===== config.mk =====
export PLATFORM = sky130hd
export DESIGN_NAME = i2c_sync_core
export DESIGN_NICKNAME = d
export VERILOG_FILES = /design/src/verilog/i2c_sync_pkg.sv /design/src/verilog/i2c_rx_fifo.sv /design/src/verilog/i2c_sync_core.sv
export SDC_FILE = /design/constraint.sdc
export NUM_CORES = 1
export LEC_CHECK = 0
export BUFFER_PORTS_ARGS = -buffer_cell sky130_fd_sc_hd__buf_2
export CORE_MARGIN = 3
export CORE_UTILIZATION = 47
export DETAILED_ROUTE_END_ITERATION = 10
export SLEW_MARGIN = 20
export SYNTH_ARGS = -nofsm -noshare
export SYNTH_HDL_FRONTEND = slang
export SYNTH_SLANG_ARGS = --single-unit

===== constraint.sdc =====
create_clock -name mclk -period 3.9 [get_ports mclk]
set_clock_uncertainty 0.2 [all_clocks]
set_input_delay 0.585 -clock mclk [delete_from_list [all_inputs] [get_ports mclk]]
set_output_delay 0.585 -clock mclk [all_outputs]
set_load 0.01 [all_outputs]

===== src/verilog/i2c_sync_pkg.sv =====
// Constants and types shared by the two-wire bus core and its receive queue
package i2c_sync_pkg;

   // ----------------------------------------------------------------
   // Clock and bus timing
   // ----------------------------------------------------------------
   localparam int MCLK_PERIOD_NS = 8;
   localparam int SCL_LOW_NS     = 5000;
   localparam int SCL_HIGH_NS    = 4000;
   localparam int CNT_W          = 10;
   // Least times round up to whole cycles
   localparam logic [CNT_W-1:0] SCL_LOW_CYC =
      CNT_W'((SCL_LOW_NS + MCLK_PERIOD_NS - 1) / MCLK_PERIOD_NS);
   localparam logic [CNT_W-1:0] SCL_HIGH_CYC =
      CNT_W'((SCL_HIGH_NS + MCLK_PERIOD_NS - 1) / MCLK_PERIOD_NS);

   // ----------------------------------------------------------------
   // Byte framing and queue shape
   // ----------------------------------------------------------------
   localparam int             DATA_W       = 8;
   localparam int             ADDR_W       = 7;
   localparam int             RX_DEPTH     = 8;
   localparam logic [3:0]     LAST_DATA    = 4'h7;
   localparam logic [3:0]     ACK_BIT      = 4'h8;
   localparam logic [7:0]     BYTE_RST     = 8'h00;

   // ----------------------------------------------------------------
   // State types
   // ----------------------------------------------------------------
   typedef enum logic [2:0] {stIdle, stStart, stHold, stBit, stStop, stRestart} state_type;
   typedef enum logic [1:0] {phLow, phWait, phHigh} phase_type;

endpackage


===== src/verilog/i2c_rx_fifo.sv =====
// Flip-flop queue with valid and ready on both sides
`timescale 1ns/10ps
module i2c_rx_fifo #(
   parameter int WIDTH = 8,
   parameter int DEPTH = 8
) (
   // Clock and reset
   input  wire logic             mclk,
   input  wire logic             rst_b,
   // Filling side
   input  wire logic             inValid,
   output logic                  inReady,
   input  wire logic [WIDTH-1:0] inData,
   // Draining side
   output logic                  outValid,
   input  wire logic             outReady,
   output logic [WIDTH-1:0]      outData
);
   localparam int PW = $clog2(DEPTH);

   logic [WIDTH-1:0] mem_ff [DEPTH];
   logic [PW-1:0]    wrPtr_ff;
   logic [PW-1:0]    rdPtr_ff;
   logic [PW:0]      count_ff;
   logic [PW-1:0]    nxt_wrPtr;
   logic [PW-1:0]    nxt_rdPtr;
   logic [PW:0]      nxt_count;
   logic             push;
   logic             pop;

   assign inReady  = (count_ff != (PW+1)'(DEPTH));
   assign outValid = (count_ff != '0);
   assign outData  = mem_ff[rdPtr_ff];
   assign push     = inValid && inReady;
   assign pop      = outValid && outReady;

   always_comb
   begin
      nxt_wrPtr = wrPtr_ff;
      nxt_rdPtr = rdPtr_ff;
      nxt_count = count_ff;
      if (push)
      begin
         nxt_wrPtr = (wrPtr_ff == PW'(DEPTH - 1)) ? '0 : wrPtr_ff + 1'b1;
      end
      if (pop)
      begin
         nxt_rdPtr = (rdPtr_ff == PW'(DEPTH - 1)) ? '0 : rdPtr_ff + 1'b1;
      end
      if (push && !pop)
      begin
         nxt_count = count_ff + 1'b1;
      end
      else if (pop && !push)
      begin
         nxt_count = count_ff - 1'b1;
      end
   end

   always_ff @(posedge mclk)
   begin
      if (!rst_b)
      begin
         wrPtr_ff <= '0;
         rdPtr_ff <= '0;
         count_ff <= '0;
      end
      else
      begin
         wrPtr_ff <= nxt_wrPtr;
         rdPtr_ff <= nxt_rdPtr;
         count_ff <= nxt_count;
      end
   end

   // Storage needs no reset; valid never points at an unwritten word
   always_ff @(posedge mclk)
   begin
      if (push)
      begin
         mem_ff[wrPtr_ff] <= inData;
      end
   end
endmodule


===== src/verilog/i2c_sync_core.sv =====
// Two-wire bus core: clock synchronisation, arbitration and slave handshake
//
// Function
// [RULE_01] Hold clock low until own low count ends
// [RULE_02] Longest low period sets the low phase
// [RULE_03] Wait for line high before counting high
// [RULE_04] First to finish high count pulls low
// [RULE_05] No-ack bit withholds acknowledge on next byte
// [RULE_06] Software clears master select before last read
// [RULE_07] Repeated start then new address, no stop
// [RULE_08] Addressed flag set only after matching address
// [RULE_09] Control register write clears addressed flag
// [RULE_10] Software sets direction from captured read/write
// [RULE_11] Slave stretches clock until data register access; with a full receive queue the access leaves it held
// [RULE_12] Slave transmitter checks ack, dummy read releases
// [RULE_13] Lost master stops data, finishes byte clocks
// [RULE_14] Lost byte ends with flag, master cleared
// [RULE_15] Start on busy bus is refused, master cleared
// [RULE_16] High sent but low seen means lost
// [RULE_17] Falling back to slave sends no stop
// [RULE_18] Lines driven open drain, low or released
`timescale 1ns/10ps
module i2c_sync_core (
   // Clock and reset
   input  wire logic                          mclk,
   input  wire logic                          rst_b,
   // Control bits
   input  wire logic                          masterSelect,
   input  wire logic                          transmitMode,
   input  wire logic                          noAckOnReceive,
   input  wire logic                          repeatStart,
   input  wire logic                          ctrlWrite,
   input  wire logic [i2c_sync_pkg::ADDR_W-1:0] ownAddress,
   input  wire logic                          arbLostClear,
   // Data register access
   input  wire logic [i2c_sync_pkg::DATA_W-1:0] txData,
   input  wire logic                          txWrite,
   input  wire logic                          dataRead,
   // Received bytes
   output logic                               rxValid,
   input  wire logic                          rxReady,
   output logic [i2c_sync_pkg::DATA_W-1:0]    rxData,
   // Status bits
   output logic                               masterActive,
   output logic                               busBusy,
   output logic                               arbitrationLost,
   output logic                               addressedAsSlave,
   output logic                               slaveReadWrite,
   output logic                               receivedAck,
   output logic                               byteDone,
   // Bus pins
   input  wire logic                          sclIn,
   output logic                               sclOut,
   output logic                               sclOe_b,
   input  wire logic                          sdaIn,
   output logic                               sdaOut,
   output logic                               sdaOe_b
);
   import i2c_sync_pkg::*;

   // ----------------------------------------------------------------
   // Pin synchronisers and edge detection
   // ----------------------------------------------------------------
   logic sclMeta_ff;
   logic sclSync_ff;
   logic sclPrev_ff;
   logic sdaMeta_ff;
   logic sdaSync_ff;
   logic sdaPrev_ff;
   logic sclRise;
   logic sclFall;
   logic startSeen;
   logic stopSeen;

   always_ff @(posedge mclk)
   begin
      if (!rst_b)
      begin
         sclMeta_ff <= 1'b1;
         sclSync_ff <= 1'b1;
         sclPrev_ff <= 1'b1;
         sdaMeta_ff <= 1'b1;
         sdaSync_ff <= 1'b1;
         sdaPrev_ff <= 1'b1;
      end
      else
      begin
         sclMeta_ff <= sclIn;
         sclSync_ff <= sclMeta_ff;
         sclPrev_ff <= sclSync_ff;
         sdaMeta_ff <= sdaIn;
         sdaSync_ff <= sdaMeta_ff;
         sdaPrev_ff <= sdaSync_ff;
      end
   end

   assign sclRise   = sclSync_ff && !sclPrev_ff;
   assign sclFall   = !sclSync_ff && sclPrev_ff;
   assign startSeen = sclSync_ff && sclPrev_ff && !sdaSync_ff && sdaPrev_ff;
   assign stopSeen  = sclSync_ff && sclPrev_ff && sdaSync_ff && !sdaPrev_ff;

   // ----------------------------------------------------------------
   // Receive queue
   // ----------------------------------------------------------------
   logic             push;
   logic             fifoReady;
   logic [DATA_W-1:0] shift_ff;

   i2c_rx_fifo #(
      .WIDTH (DATA_W),
      .DEPTH (RX_DEPTH)
   ) u_rx_fifo (
      .mclk     (mclk),
      .rst_b    (rst_b),
      .inValid  (push),
      .inReady  (fifoReady),
      .inData   (shift_ff),
      .outValid (rxValid),
      .outReady (rxReady),
      .outData  (rxData)
   );

   // ----------------------------------------------------------------
   // Transfer engine
   // ----------------------------------------------------------------
   state_type        state_ff,    nxt_state;
   phase_type        phase_ff,    nxt_phase;
   logic [CNT_W-1:0] cnt_ff,      nxt_cnt;
   logic [3:0]       bitCnt_ff,   nxt_bitCnt;
   logic [DATA_W-1:0] nxt_shift;
   logic             isMaster_ff, nxt_isMaster;
   logic             byteTx_ff,   nxt_byteTx;
   logic             isAddr_ff,   nxt_isAddr;
   logic             sclLow_ff,   nxt_sclLow;
   logic             sdaLow_ff,   nxt_sdaLow;
   logic             msBit_ff,    nxt_msBit;
   logic             msPrev_ff;
   logic             busy_ff,     nxt_busy;
   logic             arbLost_ff,  nxt_arbLost;
   logic             addrd_ff,    nxt_addrd;
   logic             srw_ff,      nxt_srw;
   logic             rxAck_ff,    nxt_rxAck;
   logic             done_ff,     nxt_done;
   logic             msRise;
   logic             goByte;
   logic             match;

   assign msRise = masterSelect && !msPrev_ff;
   // A receive byte only starts with a free queue slot, so the push never drops
   assign goByte = (transmitMode ? txWrite : dataRead) && fifoReady;
   assign match  = (shift_ff[7:1] == ownAddress);

   always_comb
   begin
      nxt_state    = state_ff;
      nxt_phase    = phase_ff;
      nxt_cnt      = cnt_ff;
      nxt_bitCnt   = bitCnt_ff;
      nxt_shift    = shift_ff;
      nxt_isMaster = isMaster_ff;
      nxt_byteTx   = byteTx_ff;
      nxt_isAddr   = isAddr_ff;
      nxt_sclLow   = sclLow_ff;
      nxt_sdaLow   = sdaLow_ff;
      nxt_msBit    = msBit_ff;
      nxt_busy     = busy_ff;
      nxt_arbLost  = arbLost_ff;
      nxt_addrd    = addrd_ff;
      nxt_srw      = srw_ff;
      nxt_rxAck    = rxAck_ff;
      nxt_done     = 1'b0;
      push         = 1'b0;

      if (startSeen)
      begin
         nxt_busy = 1'b1;
      end
      else if (stopSeen)
      begin
         nxt_busy = 1'b0;
      end
      if (ctrlWrite)
      begin
         nxt_addrd = 1'b0; // RULE_09
      end
      if (arbLostClear)
      begin
         nxt_arbLost = 1'b0;
      end
      // Refused in any state while someone else holds the bus, held gaps too
      if (msRise && busy_ff && !isMaster_ff)
      begin
         // Bit reads back as zero and the flag marks the refusal
         nxt_msBit   = 1'b0; // RULE_15
         nxt_arbLost = 1'b1; // RULE_15
      end
      if (!masterSelect && !isMaster_ff)
      begin
         nxt_msBit = 1'b0;
      end

      case (state_ff)
         stIdle:
         begin
            nxt_sclLow = 1'b0;
            nxt_sdaLow = 1'b0;
            if (msRise && !busy_ff)
            begin
               nxt_msBit    = 1'b1;
               nxt_isMaster = 1'b1;
               nxt_cnt      = '0;
               nxt_state    = stStart;
            end
         end
         stStart:
         begin
            nxt_sdaLow = 1'b1;
            if (sclSync_ff)
            begin
               nxt_cnt = cnt_ff + 1'b1;
               if (cnt_ff == SCL_HIGH_CYC - 1'b1)
               begin
                  nxt_sclLow = 1'b1;
                  nxt_cnt    = '0;
                  nxt_state  = stHold;
               end
            end
         end
         stHold:
         begin
            nxt_sclLow = 1'b1; // RULE_11
            nxt_phase  = phLow;
            if (isMaster_ff && !masterSelect)
            begin
               nxt_msBit  = 1'b0;
               nxt_sdaLow = 1'b1; // RULE_06
               nxt_cnt    = '0;
               nxt_state  = stStop;
            end
            else if (isMaster_ff && repeatStart)
            begin
               nxt_sdaLow = 1'b0; // RULE_07
               nxt_cnt    = '0;
               nxt_state  = stRestart;
            end
            else if (goByte)
            begin
               nxt_byteTx = transmitMode;
               nxt_bitCnt = '0;
               nxt_cnt    = '0;
               nxt_sclLow = isMaster_ff;
               if (txWrite)
               begin
                  nxt_shift = txData;
               end
               nxt_sdaLow = transmitMode && !txData[7];
               nxt_state  = stBit;
            end
         end
         stBit:
         begin
            if (isMaster_ff)
            begin
               case (phase_ff)
                  phLow:
                  begin
                     nxt_sclLow = 1'b1; // RULE_01
                     nxt_cnt    = cnt_ff + 1'b1;
                     if (cnt_ff == SCL_LOW_CYC - 1'b1)
                     begin
                        nxt_sclLow = 1'b0;
                        nxt_cnt    = '0;
                        nxt_phase  = phWait;
                     end
                  end
                  phWait:
                  begin
                     // Another device may still be counting its low period
                     if (sclSync_ff)
                     begin
                        nxt_cnt   = '0;
                        nxt_phase = phHigh; // RULE_03
                     end
                  end
                  phHigh:
                  begin
                     nxt_cnt = cnt_ff + 1'b1;
                     if (!sclSync_ff)
                     begin
                        nxt_sclLow = 1'b1; // RULE_02
                        nxt_cnt    = '0;
                        nxt_phase  = phLow;
                     end
                     else if (cnt_ff == SCL_HIGH_CYC - 1'b1)
                     begin
                        nxt_sclLow = 1'b1; // RULE_04
                        nxt_cnt    = '0;
                        nxt_phase  = phLow;
                     end
                  end
                  default:
                  begin
                     nxt_phase = phLow;
                  end
               endcase
            end
            else
            begin
               nxt_sclLow = 1'b0;
               // The start's own clock fall carries no bit
               if (sclFall)
               begin
                  nxt_phase = phLow;
               end
            end
            if (sclRise)
            begin
               if (bitCnt_ff == ACK_BIT)
               begin
                  if (byteTx_ff)
                  begin
                     nxt_rxAck = sdaSync_ff; // RULE_12
                  end
               end
               else
               begin
                  nxt_shift = {shift_ff[6:0], sdaSync_ff};
                  if (isMaster_ff && byteTx_ff && !sdaLow_ff && !sdaSync_ff)
                  begin
                     nxt_arbLost = 1'b1; // RULE_16
                     nxt_msBit   = 1'b0; // RULE_13
                     nxt_byteTx  = 1'b0; // RULE_13
                  end
               end
            end
            if (sclFall && (isMaster_ff || phase_ff != phWait))
            begin
               nxt_bitCnt = bitCnt_ff + 1'b1;
               if (bitCnt_ff < LAST_DATA)
               begin
                  nxt_sdaLow = byteTx_ff && !shift_ff[7];
               end
               else if (bitCnt_ff == LAST_DATA)
               begin
                  if (byteTx_ff)
                  begin
                     nxt_sdaLow = 1'b0;
                  end
                  else if (isAddr_ff)
                  begin
                     nxt_sdaLow = match;
                  end
                  else
                  begin
                     nxt_sdaLow = !noAckOnReceive; // RULE_05
                  end
               end
               else
               begin
                  nxt_done   = 1'b1; // RULE_14
                  nxt_sdaLow = 1'b0;
                  nxt_isAddr = 1'b0;
                  nxt_addrd  = 1'b0; // RULE_08
                  push       = !byteTx_ff && !isAddr_ff;
                  nxt_state  = stHold;
                  if (isAddr_ff)
                  begin
                     nxt_addrd = match; // RULE_08
                     nxt_srw   = shift_ff[0];
                     nxt_state = match ? stHold : stIdle;
                  end
                  else if (isMaster_ff && !msBit_ff)
                  begin
                     // Drop to listening without touching the data line
                     nxt_isMaster = 1'b0; // RULE_17
                     nxt_sclLow   = 1'b0;
                     nxt_state    = stIdle;
                  end
               end
            end
         end
         stStop, stRestart:
         begin
            case (phase_ff)
               phLow:
               begin
                  nxt_cnt = cnt_ff + 1'b1;
                  if (cnt_ff == SCL_LOW_CYC - 1'b1)
                  begin
                     nxt_sclLow = 1'b0;
                     nxt_cnt    = '0;
                     nxt_phase  = phWait;
                  end
               end
               phWait:
               begin
                  if (sclSync_ff)
                  begin
                     nxt_cnt   = '0;
                     nxt_phase = phHigh;
                  end
               end
               default:
               begin
                  nxt_cnt = cnt_ff + 1'b1;
                  if (cnt_ff == SCL_HIGH_CYC - 1'b1)
                  begin
                     nxt_cnt   = '0;
                     nxt_phase = phLow;
                     if (state_ff == stStop)
                     begin
                        nxt_sdaLow   = 1'b0;
                        nxt_isMaster = 1'b0;
                        nxt_state    = stIdle;
                     end
                     else
                     begin
                        nxt_sdaLow = 1'b1; // RULE_07
                        nxt_state  = stStart;
                     end
                  end
               end
            endcase
         end
         default:
         begin
            nxt_state = stIdle;
         end
      endcase

      // A start or stop made by someone else resets the listening slave
      if (!isMaster_ff && (startSeen || stopSeen) && state_ff != stIdle || 
          !isMaster_ff && startSeen)
      begin
         nxt_sclLow = 1'b0;
         nxt_sdaLow = 1'b0;
         nxt_state  = stopSeen ? stIdle : stBit;
         nxt_bitCnt = '0;
         nxt_byteTx = 1'b0;
         nxt_isAddr = startSeen;
         nxt_phase  = startSeen ? phWait : phLow;
      end
      if (state_ff == stIdle && msRise && !busy_ff)
      begin
         nxt_state = stStart;
      end
   end

   always_ff @(posedge mclk)
   begin
      if (!rst_b)
      begin
         state_ff    <= stIdle;
         phase_ff    <= phLow;
         cnt_ff      <= '0;
         bitCnt_ff   <= '0;
         shift_ff    <= BYTE_RST;
         isMaster_ff <= 1'b0;
         byteTx_ff   <= 1'b0;
         isAddr_ff   <= 1'b0;
         sclLow_ff   <= 1'b0;
         sdaLow_ff   <= 1'b0;
         msBit_ff    <= 1'b0;
         msPrev_ff   <= 1'b0;
         busy_ff     <= 1'b0;
         arbLost_ff  <= 1'b0;
         addrd_ff    <= 1'b0;
         srw_ff      <= 1'b0;
         rxAck_ff    <= 1'b0;
         done_ff     <= 1'b0;
      end
      else
      begin
         state_ff    <= nxt_state;
         phase_ff    <= nxt_phase;
         cnt_ff      <= nxt_cnt;
         bitCnt_ff   <= nxt_bitCnt;
         shift_ff    <= nxt_shift;
         isMaster_ff <= nxt_isMaster;
         byteTx_ff   <= nxt_byteTx;
         isAddr_ff   <= nxt_isAddr;
         sclLow_ff   <= nxt_sclLow;
         sdaLow_ff   <= nxt_sdaLow;
         msBit_ff    <= nxt_msBit;
         msPrev_ff   <= masterSelect;
         busy_ff     <= nxt_busy;
         arbLost_ff  <= nxt_arbLost;
         addrd_ff    <= nxt_addrd;
         srw_ff      <= nxt_srw;
         rxAck_ff    <= nxt_rxAck;
         done_ff     <= nxt_done;
      end
   end

   // ----------------------------------------------------------------
   // Outputs
   // ----------------------------------------------------------------
   // Only ever pull low; the high level comes from the pull-up
   assign sclOut           = 1'b0; // RULE_18
   assign sdaOut           = 1'b0; // RULE_18
   assign sclOe_b          = !sclLow_ff; // RULE_18
   assign sdaOe_b          = !sdaLow_ff; // RULE_18
   assign masterActive     = msBit_ff;
   assign busBusy          = busy_ff;
   assign arbitrationLost  = arbLost_ff;
   assign addressedAsSlave = addrd_ff;
   assign slaveReadWrite   = srw_ff;
   assign receivedAck      = rxAck_ff;
   assign byteDone         = done_ff;
endmodule


==> impl_metrics.tcl <==
set metrics [dict create \
    grt_pass1_wl_um 24300 \
    cts_inserted_buffers 17 \
    dieArea_um2 14500 \
    globalRouteOverflowTotal 0 \
    residual_drc 0 \
    timing.critical_path.to_type "flip-flop" \
    run_status "finished clean" \
    synth_ff_type "sky130_fd_sc_hd__edfxtp_1" \
    clock_sinks 123 \
    ys_async_sr_fraction_pct 0 \
    pwr_total_mw 4.23 \
    worstSkewPairLatency_ps 420 \
    worst_slew_pin_slew_ps 775 \
    antenna_found_initial 0 \
    final_min_period_over_clock_period_pct 91.1 \
    fin_crit_ps 3550 \
    detailedPlacementHpwl_um 10500 \
    placementRows 41 \
    synthesis.area_per_instance_um2 10.9 \
    num_antenna_cells 0 \
    drt-total-wl_um 15100 \
    synth.yosys.seq_area_share_pct 50.4 \
    reg2reg_slack_ps 350 \
    count_of_flip_flops_with_a_built_in_enable_after_synthesis 64 \
    per_cell_routed_wire_length_um 18.9 \
    syn-cell-area_um2 6160 \
    worst-endpoint-required_ps 4040 \
    cpMaxStageDelayCell "sky130_fd_sc_hd__or4_1" \
    cts_tree "done" \
    worstHoldPathType "input pin to flip-flop" \
    die-width_um 120 \
    design.final.nets 661 \
    synth_cells 567 \
    final-max-slew-violation-count 0 \
    max-vdd-ir-drop_v 0.000360 \
    detail_route.iter0.violations 381 \
    synth.distinct_cells 77 \
    timing.final.setup_violations 0 \
    buffer_type_at_the_clock_tree_root "sky130_fd_sc_hd__clkbuf_16" \
    worst-setup-path-type "flip-flop to flip-flop" \
    grt.total_usage_pct 21.8 \
    critPathLaunchType "flip-flop" \
    drv.max_cap_violation_count 0 \
    yosysWarningCount 0 \
    worst_path_largest_cell_delay_ps 530 \
    drive_gt1_share_pct 23.0 \
    clock_tree.buffer_depth 2 \
    postcts_setup_bufs 0 \
    drt-pass1-iter-count 5 \
    place.gp.congestion 0.880 \
    cp_data_arrival_time_ps 3690 \
    cts.clk_slew.worst_paths_ps 60 \
    detail-route-antenna-nets 0 \
    placeableCoreArea_um2 12700 \
    pin_count_of_the_biggest_net_entering_global_routing 22 \
    timing.fmax_ghz 0.282 \
    fillCellCount 1107 \
    die_height_um 120 \
    power.density_cell_area_nw_per_um2 589 \
    flow.area_growth_from_synthesis_pct 16.5 \
    initial_core_util_pct 48.4 \
    ios 48 \
    fin_tns_setup_ps 0 \
    finalHoldViolCount 0 \
    critPathMaxFanout 8 \
    htree_levels 4 \
    vias 4686 \
    place.port_buffers 45 \
    static-leakage-power_nw 2.53 \
    number_of_global_route_vias_before_repair 4587 \
    ys_seq_elements 123 \
    cp_cell_sequence "inv_1, ha_2, nor2b_1, nor3_2, nand2_2, or4_1, inv_2, ha_1, inv_1, ha_1, a21o_1, a21oi_1, xnor2_1, or3_1, a21oi_1" \
    grt_setup_unrepaired "no" \
    worst_slew_margin_rel_pct 47.6 \
    vias_per_cell 5.84 \
]
==> layout make-up <==
type | count | area, um2 | area share [%]
Clock inverter | 11 | 105 | 1.46
Multi-Input combinational cell | 383 | 2780 | 38.7
Tap cell | 172 | 215 | 3.00
Sequential cell | 123 | 3100 | 43.2
Clock buffer | 21 | 503 | 7.01
Inverter | 27 | 101 | 1.41
Timing Repair Buffer | 65 | 375 | 5.23
==> flip-flops by register name, summed over array words and instances, names as in the netlist, 2 cells and up, named ones only <==
signal and count:
u_rx_fifo.count_ff 4, u_rx_fifo.wrPtr_ff 3, state_ff 3, phase_ff 2, u_rx_fifo.rdPtr_ff 3, shift_ff 8
u_rx_fifo.mem_ff 64, cnt_ff 10, bitCnt_ff 4
==> layer usage <==
layer,share of wire (%),GRT usage (%),wire length [um]
met5,0,0,0
met4,2.9,9.70,439
met3,5.0,5.52,763
met2,51,35.8,7740
met1,41,27.3,6190
==> through the flow <==
stage / hold WS [ps] / instance area, um2 / utilization [%] / setup slack (ps) / std cells
6_report: 147 / 7180 / 56.4 / 349 / 802
5_1_grt: 133 / 7180 / 56.4 / 69.2 / 802
4_1_cts: 133 / 7170 / 56.4 / 212 / 802
3_5_place_dp: 201 / 6570 / 51.6 / 228 / 770
3_3_place_gp: 200 / 6570 / 51.6 / 375 / 770
2_1_floorplan: 186 / 6160 / - / 421 / 568
==> logic make-up (layout without fill, tap and decap cells) <==
family / count (synthesis) / after routing / share of synthesized area [%]
adder cells (fa/ha/maj): 16 / 16 / 3.37
other: 1 / 2 / 0.0609
flip-flops: 123 / 123 / 50.4
buffers and inverters: 62 / 124 / 4.93
AND/OR/NAND/NOR: 195 / 195 / 16.3
XOR/XNOR: 15 / 15 / 2.13
AO/OA/AOI/OAI: 125 / 125 / 14.5
multiplexers: 30 / 30 / 8.31
==> critical path: cells and delay by family, from the launching register on <==
family | cells | cell delay [ps]
adders and majority gates | 3 | 690
DFF | 1 | 350
and+or+nand+nor | 5 | 1360
AOI/OAI and AO/OA | 3 | 500
xor gates and xnor gates | 1 | 90
buffers and inverters | 3 | 290
==> report_power, final <==
part	leakage (nW)	internal (mW)	total [mW]	switching, mW
sequential	1.01	1.46	1.57	0.109
clock	0.302	0.991	1.57	0.583
combinational	1.23	0.456	1.08	0.627
total	2.53	2.91	4.23	1.32
==> worst paths after layout <==
path                             from  cells past startpoint                                 end
max reg2reg  phase_ff[1]$_SDFFE_PN0P_                     15  u_rx_fifo.count_ff[3]$_SDFFE_PN0P_
max          phase_ff[1]$_SDFFE_PN0P_                     15  u_rx_fifo.count_ff[3]$_SDFFE_PN0P_
min reg2reg     sdaMeta_ff$_SDFF_PN1_                      1               sdaSync_ff$_SDFF_PN1_
min                             sdaIn                      2               sdaMeta_ff$_SDFF_PN1_
==> Yosys cell counts (all sizes together) (7+ instances only) <==
library cell / number / share of area (%)
mux4: 16 / 5.8
nand2: 49 / 3.0
a21oi: 28 / 2.3
ha: 15 / 3.0
inv: 27 / 1.6
nand3: 19 / 1.5
a31oi: 7 / 0.71
nor3: 14 / 1.2
mux2: 9 / 1.6
nor2b: 8 / 0.81
nand2b: 11 / 1.1
xor2: 12 / 1.7
dfxtp: 59 / 19
edfxtp: 64 / 31
o21ai: 18 / 1.6
nand4: 7 / 0.71
clkbuf: 19 / 1.2
buf: 16 / 2.1
nor2: 50 / 3.0
a311oi: 12 / 1.7
or3: 8 / 0.81
==> cell usage in the layout (no fill, tap or decap), drive strengths merged, types with 12 or more instances in the layout <==
cell type / netlist / routed
buf: 16 / 65
ha: 15 / 15
o21ai: 18 / 18
xor2: 12 / 12
nor2: 50 / 50
inv: 27 / 30
mux4: 16 / 16
dfxtp: 59 / 59
nand2: 49 / 49
nand3: 19 / 19
a21oi: 28 / 28
clkbuf: 19 / 21
a311oi: 12 / 12
edfxtp: 64 / 64
nor3: 14 / 14
==> repair_timing <==
item,CTS,global route
hold buffers,0,0
resized for setup,0,2
endpoints found under the setup margin,0,1
No activity file was read; power rests on OpenSTA's default activity.
